[src/hw/dtf_port_fix.sv]
// Reserved for later port extensions; holds no code.

[src/hw/dtf_pkg.sv]
// Shared constants and carrier types for the debug trace and latch port.
// Assumes a single 200 MHz system clock; no header guard needed.
package dtf_pkg;

    // Register widths
    localparam int unsigned WORD_W = 32;
    localparam int unsigned CTL_W = 16;
    localparam int unsigned CMD_W = 8;
    localparam int unsigned CNT_W = 7;
    localparam int unsigned TRACE_PTR_W = 3;

    // Register select codes carried in the command byte
    localparam logic [3:0] SEL_NONE = 4'h0;
    localparam logic [3:0] SEL_WRITEBACK = 4'h1;
    localparam logic [3:0] SEL_STATUS = 4'h2;
    localparam logic [3:0] SEL_TRACE = 4'h3;
    localparam logic [3:0] SEL_CONTROL = 4'h4;

    // Data lengths in bits per selected register, and the last command bit index
    localparam logic [6:0] LEN_NONE = 7'h00;
    localparam logic [6:0] LEN_WORD = 7'h20;
    localparam logic [6:0] LEN_CTL = 7'h10;
    localparam logic [6:0] CMD_LAST_BIT = 7'h07;

    // Field position of the operand feed select bit in the control latch
    localparam int unsigned FEED_SELECT_BIT = 0;

    // Values after reset
    localparam logic [31:0] WORD_RESET = 32'h0000_0000;
    localparam logic [15:0] CTL_RESET = 16'h0000;
    localparam logic [7:0] CMD_RESET = 8'h00;
    localparam logic [6:0] CNT_RESET = 7'h00;

    // Command byte, shifted in least significant bit first
    typedef struct packed {
        logic [1:0] spare;
        logic exec;
        logic rd;
        logic [3:0] sel;
    } dtf_cmd_t;

    // Qualified 32-bit word from the core
    typedef struct packed {
        logic valid;
        logic [31:0] data;
    } dtf_word_t;

endpackage

[src/hw/dtf_port.sv]
// Serial debug port datapath: writeback operand latch, status save latch,
// control latch and change-of-flow trace ring behind one serial link.
// Assumes the link pins are asynchronous and the core signals share clk.
//
// Overview of operation
// Forced instruction result in debug mode lands in the writeback latch.
// Writeback latch contents can be shifted out to the controller.
// With feed select set, writeback latch replaces move source operand.
// Substitution applies to the first instruction after a control update.
// A 32-bit status save latch reads and writes the core status.
// Controller saves status before disturbing it and restores it on exit.
// Trace ring keeps the last eight change-of-flow prefetch targets.
// Eight 32-bit circular entries, 3-bit pointer, one shared address.
// Each trace read returns the pointed entry, then steps the pointer.
// In debug mode only reads move the pointer; entries stay put.
// On debug entry the pointer names the oldest address.
// Controller always reads the trace ring eight times in a row.
// Controller leaves the factory test registers alone in normal use.
// Device acknowledges debug entry; controller waits for it first.
// Transaction is an 8-bit command, then 0, 16 or 32 data bits.
// Commands and data shift least significant bit first both ways.
// Device flags execution done; controller waits before next access.
// Read, write and no-data command classes are supported.
// Outside debug mode each capture overwrites the oldest entry and steps.
`timescale 1ns/1ps
`default_nettype none
module dtf_port #(
    parameter int unsigned TRACE_DEPTH = 8
) (
    input wire logic clk,
    input wire logic rst,
    input wire logic dbgClk,
    input wire logic dbgIn,
    input wire logic dbgSel,
    output logic dbgOut,
    output logic dbgOutEn,
    output logic dbgAck,
    output logic dbgDone,
    input wire logic cpuDebugMode,
    input wire dtf_pkg::dtf_word_t cpuCof,
    input wire dtf_pkg::dtf_word_t cpuResult,
    input wire logic [dtf_pkg::WORD_W-1:0] cpuStatus,
    output logic execReq,
    output logic operandFeedEn,
    output logic [dtf_pkg::WORD_W-1:0] operandFeedValue,
    output logic statusWrite,
    output logic [dtf_pkg::WORD_W-1:0] statusWriteValue,
    output logic [dtf_pkg::CTL_W-1:0] controlState,
    output logic [dtf_pkg::TRACE_PTR_W-1:0] tracePtr
);
    import dtf_pkg::*;

    typedef enum logic [3:0] {
        ST_IDLE = 4'b0001,
        ST_CMD = 4'b0010,
        ST_DATA = 4'b0100,
        ST_HOLD = 4'b1000
    } dtf_state_t;

    dtf_state_t state;
    logic [2:0] clkSync;
    logic [1:0] inSync;
    logic [1:0] selSync;
    logic linkRise;
    logic linkFall;
    logic debugModeQ;
    logic [CMD_W-1:0] cmdShift;
    logic [CMD_W-1:0] next_cmdShift;
    dtf_cmd_t cmd;
    dtf_cmd_t newCmd;
    logic [CNT_W-1:0] bitCnt;
    logic [CNT_W-1:0] dataLen;
    logic [WORD_W-1:0] shiftReg;
    logic [WORD_W-1:0] next_shiftReg;
    logic [WORD_W-1:0] writeback;
    logic [WORD_W-1:0] statusLatch;
    logic [WORD_W-1:0] traceData;
    logic feedArmed;
    logic traceAdvance;
    logic cmdComplete;
    logic dataComplete;
    logic ctlUpdate;

    // Bit count of the data phase for a register select
    function automatic logic [CNT_W-1:0] lenOf(input logic [3:0] sel);
        if (sel == SEL_WRITEBACK) begin
            lenOf = LEN_WORD;
        end else if (sel == SEL_STATUS) begin
            lenOf = LEN_WORD;
        end else if (sel == SEL_TRACE) begin
            lenOf = LEN_WORD;
        end else if (sel == SEL_CONTROL) begin
            lenOf = LEN_CTL;
        end else begin
            lenOf = LEN_NONE;
        end
    endfunction

    // Pins cross from the link domain through two flops, the link clock through three
    always_ff @(posedge clk) begin
        if (rst) begin
            clkSync <= 3'h0;
            inSync <= 2'h0;
            selSync <= 2'h0;
        end else begin
            clkSync <= {clkSync[1:0], dbgClk};
            inSync <= {inSync[0], dbgIn};
            selSync <= {selSync[0], dbgSel};
        end
    end

    // Edges judged on the second and third stage only
    assign linkRise = clkSync[1] & ~clkSync[2];
    assign linkFall = ~clkSync[1] & clkSync[2];

    // Serial bits enter at the top so the first bit ends lowest
    assign next_cmdShift = {inSync[1], cmdShift[CMD_W-1:1]};
    assign next_shiftReg = {inSync[1], shiftReg[WORD_W-1:1]};
    assign newCmd = dtf_cmd_t'(next_cmdShift);
    assign cmdComplete = (state == ST_CMD) && linkRise
        && (bitCnt == CMD_LAST_BIT);
    assign dataComplete = (state == ST_DATA) && linkRise
        && (bitCnt == CNT_W'(dataLen - 1'b1));
    assign traceAdvance = cmdComplete && debugModeQ && newCmd.rd
        && (newCmd.sel == SEL_TRACE);
    assign ctlUpdate = dataComplete && !cmd.rd
        && (cmd.sel == SEL_CONTROL);

    // Frame sequencer; a dropped select aborts whatever is running
    always_ff @(posedge clk) begin
        if (rst) begin
            state <= ST_IDLE;
        end else if (!selSync[1]) begin
            state <= ST_IDLE;
        end else begin
            case (state)
                ST_IDLE: begin
                    state <= ST_CMD;
                end
                ST_CMD: begin
                    if (cmdComplete) begin
                        // Commands before the acknowledge are swallowed
                        if (!debugModeQ) begin
                            state <= ST_HOLD;
                        end else if (lenOf(newCmd.sel) == LEN_NONE) begin
                            state <= ST_HOLD;
                        end else begin
                            state <= ST_DATA;
                        end
                    end
                end
                ST_DATA: begin
                    if (dataComplete) begin
                        state <= ST_HOLD;
                    end
                end
                ST_HOLD: begin
                    state <= ST_HOLD;
                end
                default: begin
                    state <= ST_IDLE;
                end
            endcase
        end
    end

    // Bit counter and latched command for the current frame
    always_ff @(posedge clk) begin
        if (rst) begin
            bitCnt <= CNT_RESET;
            cmdShift <= CMD_RESET;
            cmd <= dtf_cmd_t'(CMD_RESET);
            dataLen <= CNT_RESET;
        end else if (state == ST_IDLE) begin
            bitCnt <= CNT_RESET;
        end else if (cmdComplete) begin
            bitCnt <= CNT_RESET;
            cmdShift <= next_cmdShift;
            cmd <= newCmd;
            dataLen <= lenOf(newCmd.sel);
        end else if (linkRise && (state == ST_CMD || state == ST_DATA)) begin
            bitCnt <= CNT_W'(bitCnt + 1'b1);
            if (state == ST_CMD) begin
                cmdShift <= next_cmdShift;
            end
        end
    end

    // Data shifter: loaded for reads, fills from the top for writes
    always_ff @(posedge clk) begin
        if (rst) begin
            shiftReg <= WORD_RESET;
        end else if (cmdComplete && newCmd.rd) begin
            if (newCmd.sel == SEL_WRITEBACK) begin
                shiftReg <= writeback;
            end else if (newCmd.sel == SEL_STATUS) begin
                shiftReg <= statusLatch;
            end else if (newCmd.sel == SEL_TRACE) begin
                shiftReg <= traceData;
            end else begin
                shiftReg <= {{(WORD_W-CTL_W){1'b0}}, controlState};
            end
        end else if (linkRise && state == ST_DATA) begin
            shiftReg <= next_shiftReg;
        end
    end

    // Output bit changes on the link's falling edge for a stable sample
    always_ff @(posedge clk) begin
        if (rst) begin
            dbgOut <= 1'b0;
            dbgOutEn <= 1'b0;
        end else begin
            dbgOutEn <= (state == ST_DATA) && cmd.rd;
            if (linkFall && state == ST_DATA && cmd.rd) begin
                dbgOut <= shiftReg[0];
            end
        end
    end

    // Writeback latch: serial load, or result of a forced instruction
    always_ff @(posedge clk) begin
        if (rst) begin
            writeback <= WORD_RESET;
        end else if (cpuResult.valid && debugModeQ) begin
            writeback <= cpuResult.data;
        end else if (dataComplete && !cmd.rd
                     && cmd.sel == SEL_WRITEBACK) begin
            writeback <= next_shiftReg;
        end
    end

    // Status save latch: caught on debug entry, rewritten by controller
    always_ff @(posedge clk) begin
        if (rst) begin
            statusLatch <= WORD_RESET;
            statusWrite <= 1'b0;
        end else begin
            statusWrite <= 1'b0;
            if (cpuDebugMode && !debugModeQ) begin
                statusLatch <= cpuStatus;
            end else if (dataComplete && !cmd.rd
                         && cmd.sel == SEL_STATUS) begin
                statusLatch <= next_shiftReg;
                statusWrite <= 1'b1;
            end
        end
    end

    // Written status word mirrors the latch, valid with the pulse
    assign statusWriteValue = statusLatch;

    // Control latch; the 16-bit value arrives in the upper half
    always_ff @(posedge clk) begin
        if (rst) begin
            controlState <= CTL_RESET;
        end else if (ctlUpdate) begin
            controlState <= next_shiftReg[WORD_W-1:WORD_W-CTL_W];
        end
    end

    // Feed lasts for one executed instruction only, so a later move
    // does not silently repeat the stale operand
    always_ff @(posedge clk) begin
        if (rst) begin
            feedArmed <= 1'b0;
        end else if (ctlUpdate) begin
            feedArmed <= 1'b1;
        end else if (cpuResult.valid) begin
            feedArmed <= 1'b0;
        end
    end

    assign operandFeedEn = feedArmed
        && controlState[FEED_SELECT_BIT];
    assign operandFeedValue = writeback;

    // Execution request after the command, or after its data if any
    always_ff @(posedge clk) begin
        if (rst) begin
            execReq <= 1'b0;
        end else begin
            execReq <= (cmdComplete && debugModeQ && newCmd.exec
                        && lenOf(newCmd.sel) == LEN_NONE)
                    || (dataComplete && cmd.exec);
        end
    end

    // Done flag: cleared by a request, set by completion; set wins
    always_ff @(posedge clk) begin
        if (rst) begin
            dbgDone <= 1'b1;
        end else if (cpuResult.valid) begin
            dbgDone <= 1'b1;
        end else if (execReq) begin
            dbgDone <= 1'b0;
        end
    end

    // Debug-mode acknowledge seen by the controller
    always_ff @(posedge clk) begin
        if (rst) begin
            debugModeQ <= 1'b0;
            dbgAck <= 1'b0;
        end else begin
            debugModeQ <= cpuDebugMode;
            dbgAck <= cpuDebugMode;
        end
    end

    // Trace ring; recording stops in debug mode so reads stay coherent
    dtf_trace_ring #(
        .DEPTH(TRACE_DEPTH),
        .PTR_W(TRACE_PTR_W),
        .ADDR_W(WORD_W)
    ) u_ring (
        .clk(clk),
        .rst(rst),
        .recordEn(cpuCof.valid && !cpuDebugMode),
        .recordAddr(cpuCof.data),
        .readAdvance(traceAdvance),
        .readData(traceData),
        .ptr(tracePtr)
    );

endmodule
`default_nettype wire

[src/hw/dtf_trace_ring.sv]
// Circular buffer of change-of-flow prefetch addresses with one read port.
// Assumes record and advance come from logic on the same clock.
`timescale 1ns/1ps
`default_nettype none
module dtf_trace_ring #(
    parameter int unsigned DEPTH = 8,
    parameter int unsigned PTR_W = dtf_pkg::TRACE_PTR_W,
    parameter int unsigned ADDR_W = dtf_pkg::WORD_W
) (
    input wire logic clk,
    input wire logic rst,
    input wire logic recordEn,
    input wire logic [ADDR_W-1:0] recordAddr,
    input wire logic readAdvance,
    output logic [ADDR_W-1:0] readData,
    output logic [PTR_W-1:0] ptr
);
    import dtf_pkg::*;

    logic [ADDR_W-1:0] entry [DEPTH];

    // Entry storage; writes land on the oldest slot
    always_ff @(posedge clk) begin
        if (rst) begin
            for (int i = 0; i < DEPTH; i++) begin
                entry[i] <= '0;
            end
        end else if (recordEn) begin
            entry[ptr] <= recordAddr;
        end
    end

    // Pointer names the oldest entry outside read sequences; wraps modulo depth
    always_ff @(posedge clk) begin
        if (rst) begin
            ptr <= '0;
        end else if (recordEn || readAdvance) begin
            ptr <= PTR_W'((ptr + 1'b1) % DEPTH);
        end
    end

    // Shared read address shows the slot under the pointer
    assign readData = entry[ptr];

endmodule
`default_nettype wire

[config.mk]
export PLATFORM = sky130hd
export DESIGN_NAME = dtf_port
export DESIGN_NICKNAME = d
export VERILOG_FILES = /design/src/hw/dtf_port_fix.sv /design/src/hw/dtf_pkg.sv /design/src/hw/dtf_port.sv /design/src/hw/dtf_trace_ring.sv
export SDC_FILE = /design/constraint.sdc
export NUM_CORES = 1
export LEC_CHECK = 0
export ABC_CLOCK_PERIOD_IN_PS = 6280
export BUFFER_PORTS_ARGS = -buffer_cell sky130_fd_sc_hd__clkbuf_2
export CORE_ASPECT_RATIO = 1.1
export CORE_MARGIN = 5
export CORE_UTILIZATION = 61
export CTS_CLUSTER_DIAMETER = 80
export DETAILED_ROUTE_END_ITERATION = 16
export GPL_TIMING_DRIVEN = 0
export PLACE_DENSITY = 0.82
export RECOVER_POWER = 100
export SETUP_SLACK_MARGIN = 0.4
export SLEW_MARGIN = 20
export SYNTH_ARGS = -nofsm -noshare
export SYNTH_HDL_FRONTEND = slang
export SYNTH_SLANG_ARGS = --single-unit
[constraint.sdc]
create_clock -name clk -period 6.28 [get_ports clk]
set_input_delay 1.256 -clock clk [delete_from_list [all_inputs] [get_ports clk]]
set_output_delay 1.256 -clock clk [all_outputs]
set_load 0.05 [all_outputs]
* Word-level counts from Yosys, hierarchy flattened
Memories as Yosys holds them, arrays and structs flattened. A register that Yosys moved wholly into a read port is not among the register bits.
Index checks and enable logic that the tools add are counted.
** Storage, ports and cells
- Bits in registers :: 161
- Memories kept :: 1
- RAM bits :: 256
- Input bits :: 104
** Cells by class
- Reductions and logical operators :: 45
- Muxes and demuxes :: 40
- Eq/ne operators :: 15
- Add/sub/neg operators :: 3
- Bitwise logic cells :: 6
** Memories
- u_ring.entry :: words 8, width 32, rd ports 1, clocked after memory_dff 1, wr ports 8, line dtf_trace_ring.sv:20 : logic [ADDR_W-1:0] entry [DEPTH];
** Operator list (count)
- 32-bit two-way mux :: 10
- 7-bit two-way mux :: 8
- 32-bit OR reduction :: 1
- 8-bit two-way mux :: 3
- 1-bit logical AND :: 23
- 4-bit by 2-bit == test with 1-bit output (second input constant) :: 4
- 4-bit two-way mux :: 4
- 4-bit one-hot mux with 4 select lines :: 1
- 7-bit zero test :: 2
- 4-bit by 1-bit == test with 1-bit output (second input constant) :: 3
- 4-bit by 3-bit == test with 1-bit output (second input constant) :: 3
- 2-bit nonzero test :: 6
- 1-bit two-way mux :: 9
- 3-bit two-way mux :: 3
- 7-bit by 1-bit adder with 7-bit output (second input constant) :: 1
- 7-bit by 3-bit == test with 1-bit output (second input constant) :: 1
- 7-bit == test :: 1
- 7-bit by 1-bit subtractor with 7-bit output (second input constant) :: 1
- 6-bit two-way mux :: 1
- 2-bit OR reduction :: 3
- 5-bit two-way mux :: 1
- 4-bit == test (second input constant) :: 1
- 2-bit != test (second input constant) :: 2
- 1-bit inverter :: 4
- 7 further kinds :: 13

* Logic depth before layout (Yosys ltp)
- Depth in word-level cells :: 15
- Gate-level depth with buffers :: 9

* By module
Synthesis repeated with hierarchy kept, for this count alone.
** Unflattened totals
- Cells, all modules :: 1678
- Area, all modules :: 19984.2 µm²
** Modules (own cells, without submodules)
- dtf_trace_ring :: cells an instance 689, area an instance 11750.0 µm², sequential area each 7807.5 µm², times used 1
- dtf_port :: cells an instance 989, area an instance 8234.1 µm², sequential area each 3042.9 µm², times used 1

* Worst setup path before layout
OpenSTA, ideal clock, no wires.
- Kind :: in2reg
- Start point :: input port cpuCof[32] (netlist name)
- End point :: memory u_ring.entry[0][0] (netlist name), enable pin
- Path slack :: 3108 ps
- Stages :: 4
- Arrival time :: 2797 ps
- Path buffers :: 0
- Setup time :: 375 ps
- Required time :: 5905 ps
- Cell sequence :: nor2b_1 or3b_2 nor3_1 or2_2
** RTL lines
- from (decl) :: line dtf_port.sv:40 : input wire dtf_pkg::dtf_word_t cpuCof,
- to (decl) :: line dtf_trace_ring.sv:20

==> run metrics <==
maximum clock frequency=211 MHz; crit-path max FO=32; Post-synth top cells=and2_1, edfxtp_1, nand2_1; Place WS=2.23 ns; cell taking the most area after synthesis=edfxtp_1; reg-to-reg setup timing slack=2.47 ns; CTS max path bufs=3; final clock skew=0.0149 ns; outcome=finished, violations left; DIE HEIGHT=197 µm; Synth Register Bits=414; Area after DPL=20800 µm²; IO Count=194; wire length per cell=24.3 µm; Worst Tran Pin Value=2.89 ns; Min Hold Slack=0.455 ns; Synth Flop Type=edfxtp_1; Cell Count, Final, Fillers Out=2385; post-synthesis adder-cell area fraction=0.194%; global-route wire length before repair=87700 µm; Synth Area in XOR/XNOR=0.362%; share of cells above drive strength 1=13.3%; RSZ-0062 raised after global routing=no; Compound-Gate Fraction of Synth Area=11.6%; worst-skew pair later-pin latency=0.56 ns; Routed WL=58000 µm; arrival time worst endpoint=4.85 ns; final worst slack=1.55 ns; TritonCTS clock tree=built; Final Cycle Share=75.4%; DR iter-0 viols=1572; Min Clock Period, post-route=4.73 ns; total track usage=31.7%; Max Cap Viol=6; CTS Buf Count=42; setup bufs post-CTS=0; root buf cell=clkbuf_16; Die W=180 µm; number of global-route vias before repair=15100; Netlist cell types=57; largest family of logic cells by synthesized area=simple AND/OR/NAND/NOR gates; top-count cell post-synth=and2_1; Syn Std Cell Area=19300 µm²; Final nets=2038; Via Count=15200; fin. max-slew vios=198; CTS Hold Bufs=0; FILL cells=2346; mux contribution to synthesized area=9.08%; hold violation count in the final report=0; Leak Pwr=7.27 nW; Initial Util=61.8%; final core utilization=70.3%; reg-to-reg startpoint=u_ring.ptr[0]; CP Data Required Time=6.39 ns; mean cell area of the mapped netlist=11.4 µm²; DP HPWL=41100 µm; n_diodes=0; top cells by area, synth=edfxtp_1, dfxtp_1, and2_1, mux4_2, nand2_1; clk slew on worst S/H paths=0.06 ns; slew margin rel.=-92.8%; Die ar.=35400 µm²; H-tree Lvls=2; initial antenna violation count=1; # rows=68; Worst setup startpoint=rst; clk sink count=414; final antenna-violating net count=0; Post-Synth Simple-Gate Area=19.1%; pin count of the biggest net entering global routing=33; Pre-antenna DRT Iters=8; failing checks=max-capacitance violations, max-slew violations; CORE AREA=31300 µm²; Final Setup Violations=0; Hold Startpoint=inSync[0]; Synthesized Nets=1801; async set or reset register ratio after synthesis=0%; Design Power=5.84 mW; CP endpoint kind=register; Placed Instances=2307; Hold Path Class=register to register; post-synthesis sequential area ratio=56.1%; Power Dens Cells=265 nW/µm²; Crit Path Category=primary input to register; Cells after Synth=1694; PortBufs=192; Area growth syn-to-layout=13.8%; number of synthesized flops with an enable pin=256; Synth top area share=39.8%; gpl congestion=0.965; Worst setup SP type=primary input; Syn. warnings=0; grt total ovfl=0; final instance area=22000 µm²; number of vias per cell=6.39; DRC=0; setup tns final=0 ns; cts repair resizes=0; Worst IR Drop VDD=0.000202 V
[area by class of cell]
| type | count | area (µm²) | area share, % |
|---|---|---|---|
| flip-flops and latches | 414 | 10900 | 49.3 |
| well taps | 420 | 526 | 2.39 |
| plain buffers | 149 | 593 | 2.70 |
| inverters | 22 | 82.6 | 0.375 |
| clock inverters | 17 | 123 | 0.557 |
| clock buffers | 61 | 1210 | 5.52 |
| repair buffers | 193 | 851 | 3.87 |
| multi-input cells | 1109 | 7770 | 35.3 |
[path summary, 6_finish.rpt]
kind,end,cells past startpoint
worst min-delay path,inSync[1],1
worst max register to register,u_ring.entry[6][25],3
worst max-delay path,u_ring.entry[5][5],4
worst min register to register,inSync[1],1
[power by group]
group          switching (mW)  leakage [nW]  internal (mW)  total, mW
Combinational           0.268          2.69          0.121      0.388
Clock                    1.07         0.653           1.36       2.43
Sequential             0.0443          3.93           2.97       3.02
[critical path: stages]
cell	delay [ns]
clkbuf_1	0.42
clkbuf_1	0.46
clkbuf_1	0.55
or2_0	2.13
[flip-flops by register name, summed over array words and instances, names as in the netlist, 2 cells and up, named ones only]
signal            cells
u_ring.entry        256
operandFeedValue     32
shiftReg             32
statusWriteValue     32
controlState         16
bitCnt                7
cmdShift              7
cmd                   6
state                 4
clkSync               3
u_ring.ptr            3
dataLen               2
inSync                2
selSync               2
[layout by cell type (no fill, tap or decap), types with 5 or more instances in the layout]
cell type and n:
a211o_1 16, a21oi_1 65, a222oi_1 8, a22oi_1 16, a31oi_1 32, and2_0 155
and2_1 106, buf_1 18, clkbuf_1 231, clkbuf_16 44, clkbuf_2 101, clkbuf_8 5
clkinv_1 7, clkinv_2 6, dfxtp_1 158, edfxtp_1 256, inv_1 22, mux2_2 18
mux2i_1 10, mux4_2 64, nand2_1 174, nand2b_1 7, nand3_1 45, nand4_1 84
nor2_1 25, nor2b_1 25, nor4b_1 5, o211ai_1 77, o21a_1 16, o21ai_0 71
o22ai_1 8, o31a_1 8, o31ai_1 11, or2_0 6
[cells by family (layout without fill, tap and decap cells)]
| family | after synthesis | after routing |
|---|---|---|
| AOI/OAI and AO/OA | 337 | 337 |
| xor gates and xnor gates | 8 | 8 |
| adders and majority gates | 3 | 3 |
| buffers and inverters | 171 | 442 |
| DFF | 414 | 414 |
| muxes | 93 | 93 |
| and+or+nand+nor | 668 | 668 |
[metal layers]
layer  share of wire [%]  GRT usage (%)  vias to the layer above
met3                  10           6.96                      189
li1                    -              -                     6774
met1                  37           40.8                     7396
met4                 4.5           13.3                        2
met5               0.022              0                        -
met2                  48           52.9                      874
No activity file was read; power rests on OpenSTA's default activity.
